===== src/rtl/omc_pkg.sv =====
// Package of timing constants and state codes for the module controller
//------------------------------------------------------------------------
// Operation
// - Disable rise drops laser within 100 us
// - Normal-mode enable settles within 2 ms
// - 2 ms limit excludes start-up and recovery
// - Two-wire interface ready within 300 ms
// - Non-cooled part operational within 300 ms
// - Cooled part operational within 90 s
// - Power level II reached within 300 ms
// - Back to level I power within 300 ms
// - Fault output within 1 ms / 50 ms
// - Disable held 10 us resets the fault
// - Fibre Channel rate change stable in 500 us
// - Other rate change stable in 10 ms
// - Loss-of-signal asserted within 100 us
// - Loss-of-signal negated within 100 us
//------------------------------------------------------------------------
package omc_pkg;

  // Counter width: 90 s at 200 MHz needs 35 bits
  localparam int unsigned CNT_W = 36;
  typedef logic [CNT_W-1:0] omc_cnt_t;

  // Clock rate and unit scaling
  localparam longint unsigned CLK_HZ     = 64'd200000000;
  localparam longint unsigned CYC_PER_US = CLK_HZ / 64'd1000000;
  localparam longint unsigned CYC_PER_MS = CLK_HZ / 64'd1000;
  localparam longint unsigned CYC_PER_S  = CLK_HZ;

  // Times as printed
  localparam longint unsigned T_OFF_US          = 64'd100;
  localparam longint unsigned T_ON_MS           = 64'd2;
  localparam longint unsigned T_2W_MS           = 64'd300;
  localparam longint unsigned T_START_MS        = 64'd300;
  localparam longint unsigned T_START_COOLED_S  = 64'd90;
  localparam longint unsigned T_PL2_MS          = 64'd300;
  localparam longint unsigned T_PDN_MS          = 64'd300;
  localparam longint unsigned T_FAULT_ON_MS     = 64'd1;
  localparam longint unsigned T_FAULT_COOLED_MS = 64'd50;
  localparam longint unsigned T_RESET_US        = 64'd10;
  localparam longint unsigned T_RS_FC_US        = 64'd500;
  localparam longint unsigned T_RS_MS           = 64'd10;
  localparam longint unsigned T_LOS_US          = 64'd100;

  // Cycle counts: longest times round down, least times round up
  localparam omc_cnt_t T_OFF_CYC   = omc_cnt_t'(T_OFF_US * CYC_PER_US);
  localparam omc_cnt_t T_ON_CYC    = omc_cnt_t'(T_ON_MS * CYC_PER_MS);
  localparam omc_cnt_t T_2W_CYC    = omc_cnt_t'(T_2W_MS * CYC_PER_MS);
  localparam omc_cnt_t T_START_CYC = omc_cnt_t'(T_START_MS * CYC_PER_MS);
  localparam omc_cnt_t T_START_COOLED_CYC =
    omc_cnt_t'(T_START_COOLED_S * CYC_PER_S);
  localparam omc_cnt_t T_PL2_CYC   = omc_cnt_t'(T_PL2_MS * CYC_PER_MS);
  localparam omc_cnt_t T_PDN_CYC   = omc_cnt_t'(T_PDN_MS * CYC_PER_MS);
  localparam omc_cnt_t T_FAULT_ON_CYC =
    omc_cnt_t'(T_FAULT_ON_MS * CYC_PER_MS);
  localparam omc_cnt_t T_FAULT_COOLED_CYC =
    omc_cnt_t'(T_FAULT_COOLED_MS * CYC_PER_MS);
  localparam omc_cnt_t T_RESET_CYC =
    omc_cnt_t'((T_RESET_US * CLK_HZ + 64'd999999) / 64'd1000000);
  localparam omc_cnt_t T_RS_FC_CYC = omc_cnt_t'(T_RS_FC_US * CYC_PER_US);
  localparam omc_cnt_t T_RS_CYC    = omc_cnt_t'(T_RS_MS * CYC_PER_MS);
  localparam omc_cnt_t T_LOS_CYC   = omc_cnt_t'(T_LOS_US * CYC_PER_US);

  // Default two-wire bring-up delay, well inside its budget
  localparam omc_cnt_t TW_INIT_CYC = 36'h000000400;

  // Transmitter sequencing states
  typedef enum logic [3:0] {
    ST_OFF   = 4'h1,
    ST_START = 4'h2,
    ST_RUN   = 4'h4,
    ST_FAULT = 4'h8
  } omc_tx_state_e;

endpackage


===== src/rtl/omc_edge.sv =====
// Edge detector on a synchronous level input
`timescale 1ns/1ps
module omc_edge (
  // Clock and reset
  input  wire logic sys_clk,
  input  wire logic rst_n,
  // Level in, edges out
  input  wire logic level,
  output logic      rise,
  output logic      fall
);

  logic prev_q;
  logic prev_d;

  //----------------------------------------------------------------------
  // Previous level
  //----------------------------------------------------------------------
  // Reset value high so an input that starts high is not seen as a rise
  always_comb begin
    prev_d = level;
  end

  always_ff @(posedge sys_clk or negedge rst_n) begin
    if (!rst_n) begin
      prev_q <= 1'b1;
    end else begin
      prev_q <= prev_d;
    end
  end

  // Edges compare the live level against last cycle
  assign rise = level & ~prev_q;
  assign fall = ~level & prev_q;

endmodule // omc_edge


===== src/rtl/omc_timer.sv =====
// One-shot down-counting timer with a run-time limit
`timescale 1ns/1ps
module omc_timer #(
  parameter int unsigned W = 36
) (
  // Clock and reset
  input  wire logic         sys_clk,
  input  wire logic         rst_n,
  // Control
  input  wire logic         start,
  input  wire logic         abort,
  input  wire logic [W-1:0] limit,
  // Status
  output logic              running,
  output logic              expired
);

  logic [W-1:0] cnt_q, cnt_d;
  logic         run_q, run_d;
  logic         exp_q, exp_d;

  //----------------------------------------------------------------------
  // Count
  //----------------------------------------------------------------------
  // Expired rises limit cycles after start and holds until restarted or aborted
  always_comb begin
    cnt_d = cnt_q;
    run_d = run_q;
    exp_d = exp_q;
    if (abort) begin
      run_d = 1'b0;
      exp_d = 1'b0;
    end else if (start) begin
      cnt_d = (limit == '0) ? '0 : limit - W'(1);
      run_d = 1'b1;
      exp_d = 1'b0;
    end else if (run_q) begin
      if (cnt_q == '0) begin
        run_d = 1'b0;
        exp_d = 1'b1;
      end else begin
        cnt_d = cnt_q - W'(1);
      end
    end
  end

  always_ff @(posedge sys_clk or negedge rst_n) begin
    if (!rst_n) begin
      cnt_q <= '0;
      run_q <= 1'b0;
      exp_q <= 1'b0;
    end else begin
      cnt_q <= cnt_d;
      run_q <= run_d;
      exp_q <= exp_d;
    end
  end

  assign running = run_q;
  assign expired = exp_q;

endmodule // omc_timer


===== src/rtl/omc_ctrl.sv =====
// Transmitter, fault, rate, power level and loss-of-signal sequencer
`timescale 1ns/1ps
module omc_ctrl #(
  parameter bit                COOLED         = 1'b0,
  parameter omc_pkg::omc_cnt_t T_ON_CYC       = omc_pkg::T_ON_CYC,
  parameter omc_pkg::omc_cnt_t T_START_CYC    = omc_pkg::T_START_CYC,
  parameter omc_pkg::omc_cnt_t T_START_COOLED_CYC =
    omc_pkg::T_START_COOLED_CYC,
  parameter omc_pkg::omc_cnt_t T_2W_CYC       = omc_pkg::T_2W_CYC,
  parameter omc_pkg::omc_cnt_t TW_INIT_CYC    = omc_pkg::TW_INIT_CYC,
  parameter omc_pkg::omc_cnt_t T_PL2_CYC      = omc_pkg::T_PL2_CYC,
  parameter omc_pkg::omc_cnt_t T_PDN_CYC      = omc_pkg::T_PDN_CYC,
  parameter omc_pkg::omc_cnt_t T_RS_FC_CYC    = omc_pkg::T_RS_FC_CYC,
  parameter omc_pkg::omc_cnt_t T_RS_CYC       = omc_pkg::T_RS_CYC
) (
  // Clock and reset (reset is supply valid / hot plug)
  input  wire logic       sys_clk,
  input  wire logic       rst_n,
  // Host control pins
  input  wire logic       tx_disable,
  input  wire logic       rate_select_zero,
  input  wire logic       rate_select_one,
  input  wire logic       fc_mode,
  // Host status pins, open drain
  output logic            tx_fault_o,
  output logic            tx_fault_oe_n,
  output logic            rx_los_o,
  output logic            rx_los_oe_n,
  // Management side
  input  wire logic       pl2_on_stop,
  input  wire logic       pl2_off_stop,
  output logic            twowire_ready,
  output logic            pl2_active,
  output logic            pl2_timeout,
  // Optical front end
  input  wire logic       laser_fault_raw,
  input  wire logic       apc_settled,
  input  wire logic       rx_signal_detect,
  input  wire logic       cdr_locked,
  input  wire logic       pl2_power_good,
  output logic            laser_enable,
  output logic            pl2_supply_en,
  output logic [1:0]      rate_cfg,
  output logic            rate_stable,
  output logic            module_ready,
  output logic            startup_late
);

  localparam int unsigned W = omc_pkg::CNT_W;

  omc_pkg::omc_tx_state_e st_q, st_d;
  logic norm_q, norm_d;          // set once start-up has completed
  logic late_q, late_d;
  logic fault_q, fault_d;
  logic laser_q, laser_d;
  logic boot_q, boot_d;
  logic tw_q, tw_d;
  logic los_q, los_d;
  logic [1:0] rate_q, rate_d;
  logic stable_q, stable_d;
  logic pl2_en_q, pl2_en_d;
  logic pl2_act_q, pl2_act_d;
  logic pl2_to_q, pl2_to_d;
  logic dis_rise, dis_fall, rs0_rise, rs1_rise, rs_rise;
  logic bud_start, bud_exp, rst_exp, tw_exp, rs_exp, pl_exp, pl_run;
  logic [W-1:0] bud_lim, rs_lim, pl_lim;

  //----------------------------------------------------------------------
  // Edge detection on host pins
  //----------------------------------------------------------------------
  omc_edge u_dis_edge (.sys_clk(sys_clk), .rst_n(rst_n),
    .level(tx_disable), .rise(dis_rise), .fall(dis_fall));
  omc_edge u_rs0_edge (.sys_clk(sys_clk), .rst_n(rst_n),
    .level(rate_select_zero), .rise(rs0_rise), .fall());
  omc_edge u_rs1_edge (.sys_clk(sys_clk), .rst_n(rst_n),
    .level(rate_select_one), .rise(rs1_rise), .fall());
  assign rs_rise = rs0_rise | rs1_rise;

  //----------------------------------------------------------------------
  // Timers
  //----------------------------------------------------------------------
  // Bring-up budget: the short enable limit only after a normal start
  assign bud_lim = norm_q ? T_ON_CYC
                 : (COOLED ? T_START_COOLED_CYC : T_START_CYC);
  assign bud_start = (st_d == omc_pkg::ST_START)
                   && (st_q != omc_pkg::ST_START);
  // Abort on the next state, else entry into start-up cancels the load
  omc_timer #(.W(W)) u_bud_tmr (.sys_clk(sys_clk), .rst_n(rst_n),
    .start(bud_start), .abort(st_d != omc_pkg::ST_START),
    .limit(bud_lim), .running(), .expired(bud_exp));

  // Disable-high width measure; an early fall aborts it
  omc_timer #(.W(W)) u_rst_tmr (.sys_clk(sys_clk), .rst_n(rst_n),
    .start(dis_rise), .abort(dis_fall),
    .limit(omc_pkg::T_RESET_CYC), .running(), .expired(rst_exp));

  // Two-wire bring-up runs once after reset
  omc_timer #(.W(W)) u_tw_tmr (.sys_clk(sys_clk), .rst_n(rst_n),
    .start(!boot_q), .abort(1'b0),
    .limit(TW_INIT_CYC), .running(), .expired(tw_exp));

  // Rate change settling budget depends on the protocol
  assign rs_lim = fc_mode ? T_RS_FC_CYC : T_RS_CYC;
  omc_timer #(.W(W)) u_rs_tmr (.sys_clk(sys_clk), .rst_n(rst_n),
    .start(rs_rise), .abort(1'b0),
    .limit(rs_lim), .running(), .expired(rs_exp));

  // Power level change budget
  assign pl_lim = pl2_on_stop ? T_PL2_CYC : T_PDN_CYC;
  omc_timer #(.W(W)) u_pl_tmr (.sys_clk(sys_clk), .rst_n(rst_n),
    .start(pl2_on_stop | pl2_off_stop), .abort(1'b0),
    .limit(pl_lim), .running(pl_run), .expired(pl_exp));

  //----------------------------------------------------------------------
  // Transmitter sequencer
  //----------------------------------------------------------------------
  // Fault beats everything but is latched only while the laser is on
  always_comb begin
    st_d   = st_q;
    norm_d = norm_q;
    late_d = late_q;
    case (st_q)
      omc_pkg::ST_OFF: begin
        if (!tx_disable) begin
          st_d = omc_pkg::ST_START;
        end
      end
      omc_pkg::ST_START: begin
        if (laser_fault_raw) begin
          st_d = omc_pkg::ST_FAULT;
        end else if (tx_disable) begin
          st_d = omc_pkg::ST_OFF;
        end else if (apc_settled) begin
          st_d   = omc_pkg::ST_RUN;
          norm_d = 1'b1;
        end else if (bud_exp) begin
          st_d   = omc_pkg::ST_FAULT;
          late_d = 1'b1;
        end
      end
      omc_pkg::ST_RUN: begin
        if (laser_fault_raw) begin
          st_d = omc_pkg::ST_FAULT;
        end else if (tx_disable) begin
          st_d = omc_pkg::ST_OFF;
        end
      end
      omc_pkg::ST_FAULT: begin
        // Recovery is a fresh start-up with the long budget
        if (tx_disable && rst_exp) begin
          st_d   = omc_pkg::ST_OFF;
          norm_d = 1'b0;
          late_d = 1'b0;
        end
      end
      default: begin
        st_d = omc_pkg::ST_OFF;
      end
    endcase
    fault_d = (st_d == omc_pkg::ST_FAULT);
    laser_d = (st_d == omc_pkg::ST_START) || (st_d == omc_pkg::ST_RUN);
  end

  always_ff @(posedge sys_clk or negedge rst_n) begin
    if (!rst_n) begin
      st_q    <= omc_pkg::ST_OFF;
      norm_q  <= 1'b0;
      late_q  <= 1'b0;
      fault_q <= 1'b0;
      laser_q <= 1'b0;
    end else begin
      st_q    <= st_d;
      norm_q  <= norm_d;
      late_q  <= late_d;
      fault_q <= fault_d;
      laser_q <= laser_d;
    end
  end

  //----------------------------------------------------------------------
  // Two-wire readiness, rate select, power level, loss of signal
  //----------------------------------------------------------------------
  // Rate stable waits for lock or gives up at the deadline
  always_comb begin
    boot_d   = 1'b1;
    tw_d     = tw_q | tw_exp;
    los_d    = ~rx_signal_detect;
    rate_d   = {rate_select_one, rate_select_zero};
    stable_d = stable_q;
    if (rs_rise) begin
      stable_d = 1'b0;
    end else if (!stable_q && (cdr_locked || rs_exp)) begin
      stable_d = 1'b1;
    end
    pl2_en_d = pl2_en_q;
    if (pl2_on_stop) begin
      pl2_en_d = 1'b1;
    end else if (pl2_off_stop) begin
      pl2_en_d = 1'b0;
    end
    pl2_act_d = pl2_en_q & pl2_power_good;
    // Timeout flags a supply that missed its window; next command clears,
    // but a miss seen in the same cycle as a command is not lost
    pl2_to_d = pl2_to_q;
    if (pl_exp && (pl2_en_q != pl2_power_good)) begin
      pl2_to_d = 1'b1;
    end else if (pl2_on_stop || pl2_off_stop) begin
      pl2_to_d = 1'b0;
    end
  end

  always_ff @(posedge sys_clk or negedge rst_n) begin
    if (!rst_n) begin
      boot_q    <= 1'b0;
      tw_q      <= 1'b0;
      los_q     <= 1'b1;
      rate_q    <= 2'h0;
      stable_q  <= 1'b0;
      pl2_en_q  <= 1'b0;
      pl2_act_q <= 1'b0;
      pl2_to_q  <= 1'b0;
    end else begin
      boot_q    <= boot_d;
      tw_q      <= tw_d;
      los_q     <= los_d;
      rate_q    <= rate_d;
      stable_q  <= stable_d;
      pl2_en_q  <= pl2_en_d;
      pl2_act_q <= pl2_act_d;
      pl2_to_q  <= pl2_to_d;
    end
  end

  //----------------------------------------------------------------------
  // Outputs
  //----------------------------------------------------------------------
  // Open drain: released (high) means asserted, pulled up by the host
  assign tx_fault_o    = 1'b0;
  assign tx_fault_oe_n = fault_q;
  assign rx_los_o      = 1'b0;
  assign rx_los_oe_n   = los_q;
  assign laser_enable  = laser_q;
  assign twowire_ready = tw_q;
  assign rate_cfg      = rate_q;
  assign rate_stable   = stable_q;
  assign pl2_supply_en = pl2_en_q;
  assign pl2_active    = pl2_act_q;
  assign pl2_timeout   = pl2_to_q;
  assign module_ready  = (st_q == omc_pkg::ST_RUN);
  assign startup_late  = late_q;

  //----------------------------------------------------------------------
  // Checks
  //----------------------------------------------------------------------
  // Helper counters: cycles from reset until two-wire ready, cycles disable held high
  logic [W-1:0] up_cnt_q;
  logic [11:0]  hi_cnt_q;
  always_ff @(posedge sys_clk or negedge rst_n) begin
    if (!rst_n) begin
      up_cnt_q <= '0;
      hi_cnt_q <= 12'h000;
    end else begin
      up_cnt_q <= tw_q ? up_cnt_q : up_cnt_q + W'(1);
      hi_cnt_q <= !tx_disable ? 12'h000
                : (hi_cnt_q == 12'hfff ? hi_cnt_q : hi_cnt_q + 12'h001);
    end
  end

  AST_TX_OFF: assert property (@(posedge sys_clk) disable iff (!rst_n)
    tx_disable |=> !laser_enable)
    else $error("laser still on after disable");
  AST_ON_LIMIT: assert property (@(posedge sys_clk) disable iff (!rst_n)
    bud_start && norm_q |-> bud_lim == T_ON_CYC)
    else $error("normal enable budget wrong");
  AST_START_LIMIT: assert property (@(posedge sys_clk)
    disable iff (!rst_n)
    bud_start && !norm_q |-> bud_lim ==
      (COOLED ? T_START_COOLED_CYC : T_START_CYC))
    else $error("start-up budget wrong");
  AST_TW_READY: assert property (@(posedge sys_clk) disable iff (!rst_n)
    !twowire_ready |-> up_cnt_q < T_2W_CYC)
    else $error("two-wire interface late");
  AST_FAULT_ON: assert property (@(posedge sys_clk) disable iff (!rst_n)
    laser_fault_raw && laser_enable |=> tx_fault_oe_n)
    else $error("fault not reported");
  AST_FAULT_RESET: assert property (@(posedge sys_clk)
    disable iff (!rst_n)
    $fell(tx_fault_oe_n) |-> 36'(hi_cnt_q) >= omc_pkg::T_RESET_CYC)
    else $error("fault cleared by short pulse");
  AST_FAULT_HOLD: assert property (@(posedge sys_clk)
    disable iff (!rst_n)
    tx_fault_oe_n && !tx_disable |=> tx_fault_oe_n && !laser_enable)
    else $error("fault dropped without reset pulse");
  AST_RATE: assert property (@(posedge sys_clk) disable iff (!rst_n)
    rs_rise |=> !rate_stable ##0 rate_cfg == $past({rate_select_one,
      rate_select_zero}))
    else $error("rate change not tracked");
  AST_RATE_LIMIT: assert property (@(posedge sys_clk)
    disable iff (!rst_n)
    rs_rise && !fc_mode |-> rs_lim == T_RS_CYC)
    else $error("rate budget wrong");
  AST_LOS: assert property (@(posedge sys_clk) disable iff (!rst_n)
    !rx_signal_detect [*2] |-> rx_los_oe_n)
    else $error("loss of signal not raised");
  AST_LOS_OFF: assert property (@(posedge sys_clk) disable iff (!rst_n)
    $rose(rx_signal_detect) |=> !rx_los_oe_n)
    else $error("loss of signal not cleared");
  AST_PL2: assert property (@(posedge sys_clk) disable iff (!rst_n)
    pl2_on_stop |=> pl2_supply_en && pl_run)
    else $error("level II not started");
  AST_PL1: assert property (@(posedge sys_clk) disable iff (!rst_n)
    pl2_off_stop && !pl2_on_stop |=> !pl2_supply_en ##1 !pl2_active)
    else $error("level II not left");

endmodule // omc_ctrl


===== config.mk =====
export PLATFORM = sky130hd
export DESIGN_NAME = omc_ctrl
export DESIGN_NICKNAME = d
export VERILOG_FILES = /design/src/rtl/omc_pkg.sv /design/src/rtl/omc_edge.sv /design/src/rtl/omc_timer.sv /design/src/rtl/omc_ctrl.sv
export SDC_FILE = /design/constraint.sdc
export NUM_CORES = 1
export LEC_CHECK = 0
export BUFFER_PORTS_ARGS = -buffer_cell sky130_fd_sc_hd__buf_2
export CELL_PAD_IN_SITES_DETAIL_PLACEMENT = 0
export CELL_PAD_IN_SITES_GLOBAL_PLACEMENT = 1
export CORE_MARGIN = 8
export CORE_UTILIZATION = 51
export CTS_BUF_LIST = sky130_fd_sc_hd__clkbuf_4 sky130_fd_sc_hd__clkbuf_8
export DETAILED_ROUTE_END_ITERATION = 16
export PLACE_DENSITY = 0.83
export SLEW_MARGIN = 10
export SYNTH_ARGS = -nofsm -noshare
export SYNTH_HDL_FRONTEND = slang
export SYNTH_SLANG_ARGS = --single-unit

===== constraint.sdc =====
create_clock -name sys_clk -period 3 [get_ports sys_clk]
set_input_delay 0.6 -clock sys_clk [delete_from_list [all_inputs] [get_ports sys_clk]]
set_output_delay 0.6 -clock sys_clk [all_outputs]
set_load 0.05 [all_outputs]

==> results of run 1 <==
-- final cells by class --
cell class                 instances  area [um^2]  share of cell area, %
clock inverter                     7        41.29                 0.3227
inverter                          26        97.59                 0.7628
multi-input combinational        904         5732                  44.80
antenna                            1        2.502                0.01956
timing repair buffer              75        538.0                  4.205
tap                              280        350.3                  2.738
sequential                       210         5261                  41.12
clock buffer                      62        772.0                  6.034
-- metrics by stage --
step                      instances  total power, mW
after floorplan                1201            3.815
after global placement         1495            4.122
after detailed placement       1495            4.135
after CTS                      1564            7.012
after global routing           1565            7.262
final                          1565            6.929
-- power groups by stage --
stage                     combinational, mW  sequential (mW)  clock (mW)
final                                 0.905             3.18        2.84
after global routing                   1.00             3.21        3.05
after CTS                             0.913             3.18        2.92
after detailed placement              0.912             3.22           0
after global placement                0.899             3.22           0
after floorplan                       0.608             3.21           0
-- cell families after synthesis --
| group | count (synthesis) | synth area share (%) |
|---|---|---|
| AO/OA/AOI/OAI | 169 | 9.950 |
| XOR/XNOR | 109 | 8.398 |
| adder cells (fa/ha/maj) | 13 | 1.431 |
| buffers and inverters | 87 | 3.434 |
| flip-flops | 210 | 46.29 |
| multiplexers | 3 | 0.2642 |
| other | 2 | 0.06607 |
| AND/OR/NAND/NOR | 607 | 30.17 |
-- state kept, by name, indices dropped and copies added, names as in the netlist, 2 cells and up --
register / cells
st_q: 4
u_rs_tmr.cnt_q: 36
u_pl_tmr.cnt_q: 36
rate_cfg: 2
u_rst_tmr.cnt_q: 36
u_bud_tmr.cnt_q: 36
u_tw_tmr.cnt_q: 36
-- worst max-delay path by stage --
stage / start / end / depth (start not counted)
2_1_floorplan: tx_disable / u_rst_tmr.cnt_q[18] / 8
3_5_place_dp: u_rs_tmr.cnt_q[9] / u_rs_tmr.cnt_q[27] / 5
5_1_grt: u_pl_tmr.cnt_q[29] / u_pl_tmr.cnt_q[24] / 6
6_report: u_rs_tmr.cnt_q[9] / u_rs_tmr.cnt_q[27] / 5
3_3_place_gp: tx_disable / u_rst_tmr.cnt_q[18] / 9
4_1_cts: u_rs_tmr.cnt_q[9] / u_rs_tmr.cnt_q[27] / 5
-- cell usage after synthesis, types with 5 or more instances --
| master | n | area (um^2) |
|---|---|---|
| sky130_fd_sc_hd__dfrtp_1 | 205 | 5130 |
| sky130_fd_sc_hd__nor4_4 | 6 | 127.6 |
| sky130_fd_sc_hd__nor4_2 | 6 | 75.07 |
| sky130_fd_sc_hd__o41ai_1 | 6 | 52.55 |
| sky130_fd_sc_hd__nand3b_1 | 8 | 60.06 |
| sky130_fd_sc_hd__xor2_1 | 28 | 245.2 |
| sky130_fd_sc_hd__nand4_1 | 29 | 181.4 |
| sky130_fd_sc_hd__nor2b_1 | 5 | 31.28 |
| sky130_fd_sc_hd__dfstp_2 | 5 | 131.4 |
| sky130_fd_sc_hd__or4_1 | 28 | 210.2 |
| sky130_fd_sc_hd__and3_1 | 9 | 56.30 |
| sky130_fd_sc_hd__inv_1 | 25 | 93.84 |
| sky130_fd_sc_hd__nor3_1 | 80 | 400.4 |
| sky130_fd_sc_hd__buf_6 | 5 | 56.30 |
| sky130_fd_sc_hd__o21ai_0 | 34 | 170.2 |
| sky130_fd_sc_hd__clkbuf_1 | 37 | 138.9 |
| sky130_fd_sc_hd__nor2_1 | 119 | 446.7 |
| sky130_fd_sc_hd__a21oi_1 | 52 | 260.3 |
| sky130_fd_sc_hd__nand4b_1 | 7 | 61.31 |
| sky130_fd_sc_hd__o31ai_1 | 6 | 45.04 |
| sky130_fd_sc_hd__ha_1 | 13 | 162.7 |
| sky130_fd_sc_hd__xnor2_1 | 81 | 709.4 |
| sky130_fd_sc_hd__a21boi_0 | 7 | 52.55 |
| sky130_fd_sc_hd__o211ai_1 | 11 | 82.58 |
| sky130_fd_sc_hd__nand2_1 | 90 | 337.8 |
| sky130_fd_sc_hd__o22a_1 | 5 | 43.79 |
| sky130_fd_sc_hd__nand3_1 | 41 | 205.2 |
| sky130_fd_sc_hd__nand2b_1 | 14 | 87.58 |
| sky130_fd_sc_hd__or3_1 | 42 | 262.8 |
| sky130_fd_sc_hd__nor4_1 | 56 | 350.3 |
| sky130_fd_sc_hd__buf_2 | 8 | 40.04 |
| sky130_fd_sc_hd__o21a_1 | 13 | 97.59 |
| sky130_fd_sc_hd__or2_2 | 10 | 62.56 |
| sky130_fd_sc_hd__and2_1 | 22 | 137.6 |
-- worst register-to-register path, cell delays in order, from the launching register on --
cell and delay [ns]:
sky130_fd_sc_hd__dfrtp_1 0.39, sky130_fd_sc_hd__or4_4 0.56, sky130_fd_sc_hd__or3_1 0.52, sky130_fd_sc_hd__or3_4 0.54, sky130_fd_sc_hd__or3_2 0.48, sky130_fd_sc_hd__a21oi_1 0.15
-- metal layers --
metal  vias to the layer above  wire, um  part of all wire [%]
li1                       4466         -                     -
met1                      4442     12300                    50
met2                       147     10760                    44
met3                        41      1055                   4.3
met4                         2       406                   1.7
met5                         -        15                 0.061
==> results.md, run 1 <==
STA:
- The worst hold slack across all endpoints is 0.07099 ns.
- Setup violations remaining at the end of the flow were counted as 0.
- Of the available clock period, the critical path in the final layout requires 89.62%.
- The upper clock frequency limit is 0.3719 GHz.
- Setup repair after global routing left no endpoint under its margin.
- The clock arrives with a little over 0.03 ns of skew.
- For the final routed database, the setup TNS stands at 0 ns.
- The count of endpoints failing hold in the final timing report is 0.
- The final critical path time including I/O delays and setup is 2.689 ns.
- The minimum setup slack in the final design is 0.3113 ns.
- The final count of pins violating max slew was 0.
- Measured against its own limit, the worst slew margin works out to 54.48%.
- The slew at the pin closest to its max-slew limit is just under 0.7 ns.

Floorplan:
- During I/O placement, the number of pins put on the boundary was 27.
- The count of standard-cell rows is 54.
- The die area is 27320 um^2.
- The area of the core region is 21820 um^2.
- Measured along the x axis, the die boundary spans 165.3 um.
- In this run the vertical extent of the chip is 165.3 um.
- The starting utilization of the core area is between 50% and 60%.

Synth:
- After synthesis, the netlist uses 81 different library cells.
- The post-synthesis instance total is 1200.
- The synthesized design contains 210 register bits.
- After synthesis the cells add up to ~11000 um^2.
- In the synthesized netlist the async set-or-reset flop fraction comes to 100.0%.
- Among all flip-flop cells after synthesis, the most frequent one is sky130_fd_sc_hd__dfrtp_1.
- The sequential element share of the synthesized area is 46.29%.
- The mean instance size in the synthesized netlist is 9.473 um^2.
- The synthesized design contains 0 enable-type register cells.
- The Yosys step of the flow raised 0 warnings.

Layout:
- From synthesis to final layout, the design area changed by 12.56%.
- The final layout contains 1282 nets.
- In the layout the commonest cells are sky130_fd_sc_hd__dfrtp_1 (205), sky130_fd_sc_hd__nor2_1 (119), sky130_fd_sc_hd__nand2_1 (90).
- The utilization after layout is 58.63%.
- Summing all non-filler instances in the final layout gives an area of between 10000 and 15000 um^2.
- The share of final-layout standard cells stronger than drive strength 1 is 14.95%.
- The leading cell type in the layout, fill and taps excluded is sky130_fd_sc_hd__dfrtp_1.
- The filler cell count is about 1900.

Clock tree:
- The H-tree generated during clock tree synthesis spans 2 levels.
- In this run, post-CTS hold repair placed 0 buffers.
- The insertion delay to the later sink of the worst-skew pair is 0.54 ns.
- The post-CTS setup buffer count is 0.
- Clock tree synthesis found a total of 210 sinks.
- The number of buffers on the longest clock path is 3.
- The tree is rooted in a sky130_fd_sc_hd__clkbuf_8.
- After clock tree synthesis, the clock-pin slew on the worst setup and hold paths is 0.06 ns.
- The post-cts gate resize count is 0.
- Buffers inserted during clock tree synthesis total 39.
- TritonCTS built the clock tree.

Placement:
- Detailed placement finished with a half-perimeter wire length of 16.42 mm.
- In this run the tool buffered the top-level ports with 24 buffer cells.
- The worst slack at placement is 0.3241 ns.
- The weighted congestion at the end of routability-driven global placement is 0.8568.
- The placed instances occupy a cell area of 11980 um^2.

Worst hold path:
- The path type of the worst min-delay path is in2async.

Power and ir drop:
- The portion of total power attributed to sequential cells is 45.9%.
- VDD sags by at most 0.3660 mV.
- Dividing total power by cell area gives a power density of 541.6 nW/um^2.
- The internal power contribution is between 4 and 5 mW.
- The net switching power figure is approximately 2 mW.
- The leakage power of the design is between 5 and 6 nW.
- The portion of total power attributed to the clock network is 41.0%.
- The power share of the combinational group is between 10% and 20%.
- Net switching is between 20 and 30% of the power.

Worst setup path:
- Broken down by cell family, the worst path's largest delay share belongs to simple AND/OR/NAND/NOR gates.
- The worst reg2reg path endpoint is u_rs_tmr.cnt_q[27].
- Among all stages on the critical path, the largest delay is contributed by sky130_fd_sc_hd__or4_4.
- Traced cell by cell, the critical path runs through or4_4 > or3_1 > or3_4 > or3_2 > a21oi_1.
- The delay contributed by the slowest stage of the critical path is 0.56 ns.
- STA classifies the critical path endpoint as a flip-flop.
- The register-to-register setup slack is 0.31 ns.
- The classification of the worst setup path is reg2reg.
- The buffering stage count on the worst path with inverters included is 0.
- The startpoint type of the worst setup path is a flip-flop.
- The worst register-to-register path has a depth of 5.
- The worst endpoint required time is 3.46 ns.
- The arrival time of the worst setup path is 3.15 ns.
- The startpoint of the worst register-to-register path is u_rs_tmr.cnt_q[9].
- Along the worst path, the maximum fanout reaches 11.

Drt:
- The remaining design rule violation count is 0.
- The final routed wirelength across all metal layers is ~25 mm.
- The average detailed-routed wire length per instance is 15.67 um.
- The number of iterations in the first detailed-routing pass is 5.
- The routed layout has 9098 vias.
- In this run the remaining antenna-violating nets after routing total 0.
- After detailed routing, the number of vias per cell comes to 5.813.
- After the first detailed-routing iteration, the DRC count stood at 617.

Global routing:
- The residual overflow from global routing is 0.
- The met1 routing resource usage after global routing is between 20% and 30%.
- Entering global routing, the biggest net connects 88 pins.
- The met2 track demand over resource in global routing is 28.20%.
- The first-pass GRT wire length is 42.81 mm.
- The busiest layer in global routing is met2.
- The initial antenna violation count was 2.
- The number of global-route vias before repair is 8778.
- The overall track demand over capacity in global routing is 18.60%.
- For met3 alone, demand over resource in global routing was 3.471%.

Status:
- The flow ran to the end, and the final reports show no timing, DRC or antenna violations.

Run:
- Max-cap violations in this run came to 0.
Note: power is estimated with default switching activity, not from simulation.
==> inputs of run 2 (changes only) <==
--- a/config.mk
+++ b/config.mk
@@ -5,13 +5,14 @@
 export SDC_FILE = /design/constraint.sdc
 export NUM_CORES = 1
 export LEC_CHECK = 0
-export BUFFER_PORTS_ARGS = -buffer_cell sky130_fd_sc_hd__buf_2
 export CELL_PAD_IN_SITES_DETAIL_PLACEMENT = 0
 export CELL_PAD_IN_SITES_GLOBAL_PLACEMENT = 1
 export CORE_MARGIN = 8
-export CORE_UTILIZATION = 51
+export CORE_UTILIZATION = 52
 export CTS_BUF_LIST = sky130_fd_sc_hd__clkbuf_4 sky130_fd_sc_hd__clkbuf_8
 export DETAILED_ROUTE_END_ITERATION = 16
+export DONT_BUFFER_PORTS = 1
+export GPL_TIMING_DRIVEN = 0
 export PLACE_DENSITY = 0.83
 export SLEW_MARGIN = 10
 export SYNTH_ARGS = -nofsm -noshare
==> results.md, run 2 (same netlist as run 1, synthesis figures left out) <==
Worst setup path:
- The startpoint type of the worst setup path is a flip-flop.
- The register-to-register setup slack is 0.21 ns (-0.11 ns).
- The worst endpoint required time is 3.37 ns (-0.09 ns).
- The arrival time of the worst setup path is 3.16 ns (about the same).
- The classification of the worst setup path is reg2reg.
- The largest fanout on the critical path is 7 (-4).
- The nature of the critical path endpoint is a flip-flop.

Layout:
- The top cell types in the final layout, fill and taps aside, are sky130_fd_sc_hd__dfrtp_1 (205), sky130_fd_sc_hd__nor2_1 (119), sky130_fd_sc_hd__nand2_1 (90).
- Relative to the synthesized area, the layout overhead comes to 11.49%.
- The number of inserted diodes came to 0 (-1).
- The total number of nets in the final design was 1269 (-1.0%).
- The library cell used most frequently in the layout, excluding fill and tap cells, is sky130_fd_sc_hd__dfrtp_1.
- The filler cell count came to 1932 (+0.78%).
- The post-layout instance area is 12670 um^2 (-0.95%).
- The share of final-layout standard cells stronger than drive strength 1 is 11.55% (-3.4 points).

STA:
- The final setup violation count came to 0 (unchanged).
- Setup repair after global routing could not meet its margin everywhere.
- The slew at the pin closest to its max-slew limit is 0.8966 ns (+0.2138 ns).
- The final count of pins violating max slew is 0 (unchanged).
- The share of the cycle needed by the critical path after routing is 93.16% (+3.5 points).
- The upper clock frequency limit is 0.3578 GHz (-3.8%).
- The headroom to the max-slew limit is 39.68% (-15 points).
- The worst hold slack across all endpoints is -0.2149 ns (-0.2859 ns).
- The setup TNS after final layout is 0 ns (unchanged).
- The count of endpoints failing hold in the final timing report is 206 (+206).
- The final critical path time including I/O delays and setup is 2.795 ns (+0.1059 ns).
- The worst clock skew is 0.01509 ns (-0.01514 ns).

Global routing:
- The met1 routing resource usage after global routing is 25.64% (-1.2 points).
- The residual overflow from global routing is 0 (unchanged).
- The busiest layer in global routing is met2.
- The global-route met3 utilization is 3.509% (+0.038 points).
- The first-pass GRT wire length is 43.15 mm (+0.81%).
- The pin count of the biggest net entering global routing came to 211 (+140%).
- The number of global-route vias before repair is 8861 (+0.95%).
- The overall track demand over capacity in global routing is 19.14% (+0.54 points).
- The initial antenna violation count came to 0 (-2).
- The met2 track demand over resource in global routing is 30.73% (+2.5 points).

Drt:
- The via count is 8936 (-1.8%).
- The remaining design rule violation count was 0 (unchanged).
- The via count normalized by instance count is 5.754 (-1.0%).
- The remaining number of nets flagged by the antenna check after routing is 0 (unchanged).
- The average detailed-routed wire length per instance is 16.23 um (+3.6%).
- The initial detailed-routing violation count is 584 (-5.3%).
- The final routed wirelength across all metal layers is 25.21 mm (+2.8%).
- The number of iterations in the first detailed-routing pass is 5 (unchanged).

Placement:
- The post-placement cell area is 11730 um^2 (-2.1%).
- The weighted congestion at the end of routability-driven global placement is 0.8959 (+4.6%).
- The estimated wirelength of the detail-placed design is 16.58 mm (+0.99%).
- The count of buffers from port buffering came to 0 (-100%).

Floorplan:
- The die span in x is 163.9 um (-0.87%).
- The die area came to 26850 um^2 (-1.7%).
- The number of placed I/O pins is 27 (unchanged).
- The count of standard-cell rows is 54 (unchanged).
- The area of the core region is 21620 um^2 (-0.93%).
- The starting utilization of the core area came to 52.58% (+0.49 points).
- The height of the die is 163.9 um (-0.87%).

Clock tree:
- The total number of clock tree sinks came to 210 (unchanged).
- The number of buffers on the longest clock path is 3 (unchanged).
- The number of buffers inserted during clock tree synthesis came to 38 (-2.6%).
- The H-tree level count is 2 (unchanged).
- TritonCTS built the clock tree.
- The insertion delay to the later sink of the worst-skew pair came to 0.52 ns (-0.02 ns).
- The clock transition at the register clock pins on the worst setup and hold paths after CTS was 0.07 ns (about the same).
- The master cell of the clock root buffer is sky130_fd_sc_hd__clkbuf_8.

Power and ir drop:
- The power per unit of standard cell area is 547.6 nW/um^2 (+1.1%).
- The highest ir drop seen on vdd is 0.3413 mV (-6.7%).
- The leakage power of the design was 5.032 nW (-2.2%).
- The power after layout is 6.940 mW (+0.15%).

Status:
- The checks that failed: hold timing.
- The run finished, with violations left.

Run:
- The max-cap violation count is 0 (unchanged).

Worst hold path:
- The worst hold path belongs to the class in2async.
-- run 2: cell types whose count changed in the layout (fill, tap and decap cells not counted), moves of 4 or more --
cell	change
sky130_fd_sc_hd__clkbuf_2	+5
sky130_fd_sc_hd__clkbuf_8	+5
sky130_fd_sc_hd__buf_6	+5
sky130_fd_sc_hd__buf_2	-15
sky130_fd_sc_hd__buf_1	+4
sky130_fd_sc_hd__buf_4	-44
sky130_fd_sc_hd__clkbuf_1	+36
-- run 2: area by class of cell --
class	instances	area, um^2	area share, %
clock buffer	66	833.3	6.575
timing repair buffer	2	15.01	0.1185
inverter	26	97.59	0.7701
clock inverter	4	20.02	0.1580
sequential	210	5261	41.51
multi-input combinational	904	5802	45.78
buffer	61	294.0	2.320
tap	280	350.3	2.764
-- run 2: what timing repair did --
| action | CTS | global route |
|---|---|---|
| setup buffers | 0 | 2 |
| hold endpoints to repair | 210 | 210 |
| gates resized for setup | 1 | 12 |
| endpoints found under the setup margin | 4 | 58 |
| pin swaps | 0 | 3 |
-- run 2: worst max-delay path, cell delays in order (launching register included) --
cell and delay, ns:
sky130_fd_sc_hd__dfrtp_1 0.42, sky130_fd_sc_hd__or3_1 0.43, sky130_fd_sc_hd__or3_1 0.41, sky130_fd_sc_hd__a311oi_2 0.54
sky130_fd_sc_hd__nand3_1 0.34, sky130_fd_sc_hd__o311ai_0 0.39, sky130_fd_sc_hd__o41ai_1 0.13
-- run 2: layer usage --
layer  vias to the layer above  routed length (um)
li1                       4448                   -
met1                      4309               11980
met2                       129               11590
met3                        50                 971
met4                         0                 663
met5                         -                   0
-- run 2: stage by stage --
stage | std cells | worst slack [ns] | util (%) | hold slack [ns]
after detailed placement | 1481 | 0.001600 | 54.24 | 0.3137
after global placement | 1481 | 0.07197 | 54.21 | 0.3148
final | 1553 | 0.2053 | 58.62 | -0.2149
after CTS | 1551 | 0.03420 | 58.24 | -0.2508
after floorplan | 1201 | 0.4364 | - | 0.3044
after global routing | 1553 | -0.01051 | 58.62 | -0.2505
-- run 2: path summary, 6_finish.rpt --
path | depth (start not counted) | endpoint | startpoint
worst max-delay path | 6 | u_tw_tmr.cnt_q[28] | u_tw_tmr.cnt_q[9]
worst min-delay path | 0 | u_tw_tmr.cnt_q[35] | rst_n
worst max register to register | 6 | u_tw_tmr.cnt_q[28] | u_tw_tmr.cnt_q[9]
worst min register to register | 1 | twowire_ready | u_tw_tmr.expired
max in group asynchronous | 0 | u_rs0_edge.prev_q | rst_n
min in group sys_clk | 0 | u_dis_edge.prev_q | tx_disable
-- run 2: where the power goes --
part           total, mW  leakage (nW)  switching, mW  internal [mW]
logic              0.798          2.01          0.496          0.302
registers           3.22          2.56          0.226           2.99
clock network       2.92         0.459           1.18           1.74
total               6.94          5.03           1.90           5.04
==> inputs of run 3 (changes only) <==
--- a/config.mk
+++ b/config.mk
@@ -5,13 +5,14 @@
 export SDC_FILE = /design/constraint.sdc
 export NUM_CORES = 1
 export LEC_CHECK = 0
+export BUFFER_PORTS_ARGS = -buffer_cell sky130_fd_sc_hd__buf_2
 export CELL_PAD_IN_SITES_DETAIL_PLACEMENT = 0
 export CELL_PAD_IN_SITES_GLOBAL_PLACEMENT = 1
 export CORE_MARGIN = 8
-export CORE_UTILIZATION = 52
+export CORE_UTILIZATION = 51
 export CTS_BUF_LIST = sky130_fd_sc_hd__clkbuf_4 sky130_fd_sc_hd__clkbuf_8
+export CTS_CLUSTER_DIAMETER = 40
 export DETAILED_ROUTE_END_ITERATION = 16
-export DONT_BUFFER_PORTS = 1
 export GPL_TIMING_DRIVEN = 0
 export PLACE_DENSITY = 0.83
 export SLEW_MARGIN = 10
==> results.md, run 3 (same netlist as run 1, synthesis figures left out) <==
Worst setup path:
- The delay contributed by the slowest stage of the critical path is 0.70 ns (+0.16 ns).
- The top cell family by delay on the critical path is simple AND/OR/NAND/NOR gates.
- The critical path goes through inv_1 > ha_1 > or4b_2 > nor3b_4 > nand2_1 > nor4_1 > xnor2_1 > nor2_1.
- The buffering stage count on the worst path with inverters included is 1 (+1).
- The worst setup path is launched from a flip-flop.
- The largest fanout on the critical path is 7 (unchanged).
- The critical path is of the reg2reg type.
- The arrival time of the worst setup path is 3.16 ns (about the same).
- On the critical path, the stage with the largest delay is an instance of sky130_fd_sc_hd__or4b_2.
- The worst setup path is captured at a flip-flop.
- The worst endpoint required time is 3.39 ns (+0.02 ns).

Placement:
- The count of buffers from port buffering is 24 (+24).
- The weighted congestion at the end of routability-driven global placement is 0.8485 (-5.3%).
- The worst slack at placement came to -0.1487 ns (-0.1503 ns).
- The estimated wirelength of the detail-placed design is 17.28 mm (+4.2%).
- The number of placed cells counting well taps is 1507 (+1.8%).

STA:
- The final critical path time including I/O delays and setup is 2.777 ns (-0.01795 ns).
- The headroom to the max-slew limit came to 36.97% (-2.7 points).
- The worst clock skew is 0.02370 ns (+0.008606 ns).
- Setup repair after global routing left no endpoint under its margin.
- The upper clock frequency limit is 0.3601 GHz (+0.65%).
- The final setup violation count is 0 (unchanged).
- The count of endpoints failing hold in the final timing report is 0 (-100%).
- The minimum setup slack in the final design is 0.2233 ns (+0.01795 ns).
- The share of the cycle needed by the critical path after routing is 92.56% (-0.60 points).
- The slew at the pin closest to its max-slew limit is 0.9376 ns (+0.04101 ns).
- The final count of pins violating max slew was 0 (unchanged).

Power and ir drop:
- The switching power share of the total was 28.25% (+0.80 points).
- The portion of total power attributed to sequential cells is 44.8% (-1.6 points).
- The net switching power figure is 1.996 mW (+4.8%).
- The highest ir drop seen on vdd is 0.3449 mV (+1.0%).
- The portion of total power attributed to the clock network is 42.0% (about the same).
- The internal power contribution came to 5.070 mW (+0.68%).
- The leakage power of the design was 5.147 nW (+2.3%).
- The power after layout is 7.065 mW (+1.8%).
- The power per unit of standard cell area is 550.1 nW/um^2 (+0.46%).
- The power share of the combinational group is 13.2% (+1.7 points).

Floorplan:
- The die span in x is 165.3 um (+0.88%).
- The number of placed I/O pins is 27 (unchanged).
- The area of the core region is 21820 um^2 (+0.94%).
- The height of the die is 165.3 um (+0.88%).
- The starting utilization of the core area is 52.09% (-0.49 points).
- The count of standard-cell rows is 54 (unchanged).
- The die area came to 27320 um^2 (+1.8%).

Worst hold path:
- The path type of the worst min-delay path is in2reg.

Drt:
- The number of iterations in the first detailed-routing pass is 5 (unchanged).
- The final routed wirelength across all metal layers was 25.36 mm (+0.60%).
- The via count normalized by instance count was 5.797 (+0.75%).
- The remaining design rule violation count is 0 (unchanged).
- The initial detailed-routing violation count is 648 (+11%).
- The via count is 9154 (+2.4%).
- The remaining number of nets flagged by the antenna check after routing is 0 (unchanged).
- The average detailed-routed wire length per instance is 16.06 um (-1.1%).

Global routing:
- The initial antenna violation count is 0 (unchanged).
- The residual overflow from global routing is 0 (unchanged).
- The overall track demand over capacity in global routing is 19.03% (-0.12 points).
- The number of global-route vias before repair came to 8720 (-1.6%).
- The first-pass GRT wire length is 43.26 mm (+0.24%).
- The pin count of the biggest net entering global routing came to 95 (-55%).

Clock tree:
- The clock tree from TritonCTS is yes.
- The number of buffers on the longest clock path is 3 (unchanged).
- The insertion delay to the later sink of the worst-skew pair came to 0.53 ns (about the same).
- The total number of clock tree sinks came to 210 (unchanged).
- The H-tree level count came to 2 (unchanged).
- The clock transition at the register clock pins on the worst setup and hold paths after CTS came to 0.06 ns (about the same).
- The number of buffers inserted during clock tree synthesis is 40 (+5.3%).
- The master cell of the clock root buffer is sky130_fd_sc_hd__clkbuf_8.

Run:
- The max-cap violation count is 0 (unchanged).

Layout:
- Leaving out fill and tap cells, the most frequent cells in the layout are sky130_fd_sc_hd__dfrtp_1 (205), sky130_fd_sc_hd__nor2_1 (119), sky130_fd_sc_hd__nand2_1 (90).
- The number of standard cells in the final layout excluding fillers is 1579 (+1.7%).
- The leading cell type in the layout, fill and taps excluded is sky130_fd_sc_hd__dfrtp_1.
- The number of inserted diodes is 0 (unchanged).
- The area taken by flip-flops and latches is 5261 um^2 (unchanged).
- The area occupied by multi-input gates is 5781 um^2 (-0.37%).
- The filler cell count is 1958 (+1.3%).
- The post-synthesis to final-layout area growth is 12.99%.
- The total number of nets in the final design is 1297 (+2.2%).
- The share of final-layout standard cells stronger than drive strength 1 came to 13.09% (+1.5 points).

Status:
- The run finished with clean final reports.
run 3: final timing paths:
path	depth (start not counted)	startpoint	end	slack, ns
setup / recovery	8	u_rst_tmr.cnt_q[0]	u_rst_tmr.cnt_q[24]	0.22
hold / removal	2	rx_signal_detect	rx_los_oe_n	0.18
setup reg to reg	8	u_rst_tmr.cnt_q[0]	u_rst_tmr.cnt_q[24]	0.22
hold reg to reg	1	twowire_ready	twowire_ready	0.46
max in group asynchronous	3	rst_n	u_pl_tmr.cnt_q[19]	1.68
min in group asynchronous	2	rst_n	u_tw_tmr.cnt_q[10]	0.54
run 3: metal layers:
metal  track usage [%]  vias to the layer above  routed length [um]
li1                  -                     4505                   -
met1             27.72                     4455               12730
met2             28.63                      150               11190
met3             3.099                       44                 939
met4             5.722                        0                 505
met5                 0                        -                   0
run 3: area by class of cell:
class,instances,share of cell area (%)
multi-input combinational,904,45.01
clock buffer,61,6.098
inverter,26,0.7599
timing repair buffer,28,1.578
buffer,61,2.289
sequential,210,40.96
tap,280,2.728
clock inverter,9,0.5748
run 3: through the flow:
stage                     utilization [%]  TNS (ns)  hold slack, ns  area [um^2]
after floorplan                         -         0          0.3044        11370
after global placement              54.26   -490.14          0.4494        11840
after detailed placement            54.56   -0.8447          0.4495        11910
after CTS                           58.56         0          0.1474        12780
after global routing                58.85         0          0.1637        12840
final                               58.85         0          0.1766        12840
run 3: power groups by stage:
stage / clock [mW] / sequential (mW) / combinational (mW)
after global placement: 0 / 3.20 / 0.919
after detailed placement: 0 / 3.21 / 0.936
final: 2.97 / 3.17 / 0.934
after global routing: 3.18 / 3.19 / 1.04
after CTS: 3.05 / 3.16 / 0.939
after floorplan: 0 / 3.21 / 0.608
run 3: worst reg2reg max path: cells and delay by family (launching register included):
family / cells / cell delay, ns
adder cells (fa/ha/maj): 1 / 0.27
AND/OR/NAND/NOR: 5 / 1.66
buffers and inverters: 1 / 0.13
XOR/XNOR: 1 / 0.16
flip-flops: 1 / 0.42
run 3: repair_timing:
item / in CTS / in global routing
hold buffers: 1 / 0
setup buffers: 0 / 1
endpoints found under the hold margin: 31 / 0
endpoints found under the setup margin: 10 / 52
pin swaps: 0 / 1
resized for setup: 1 / 10
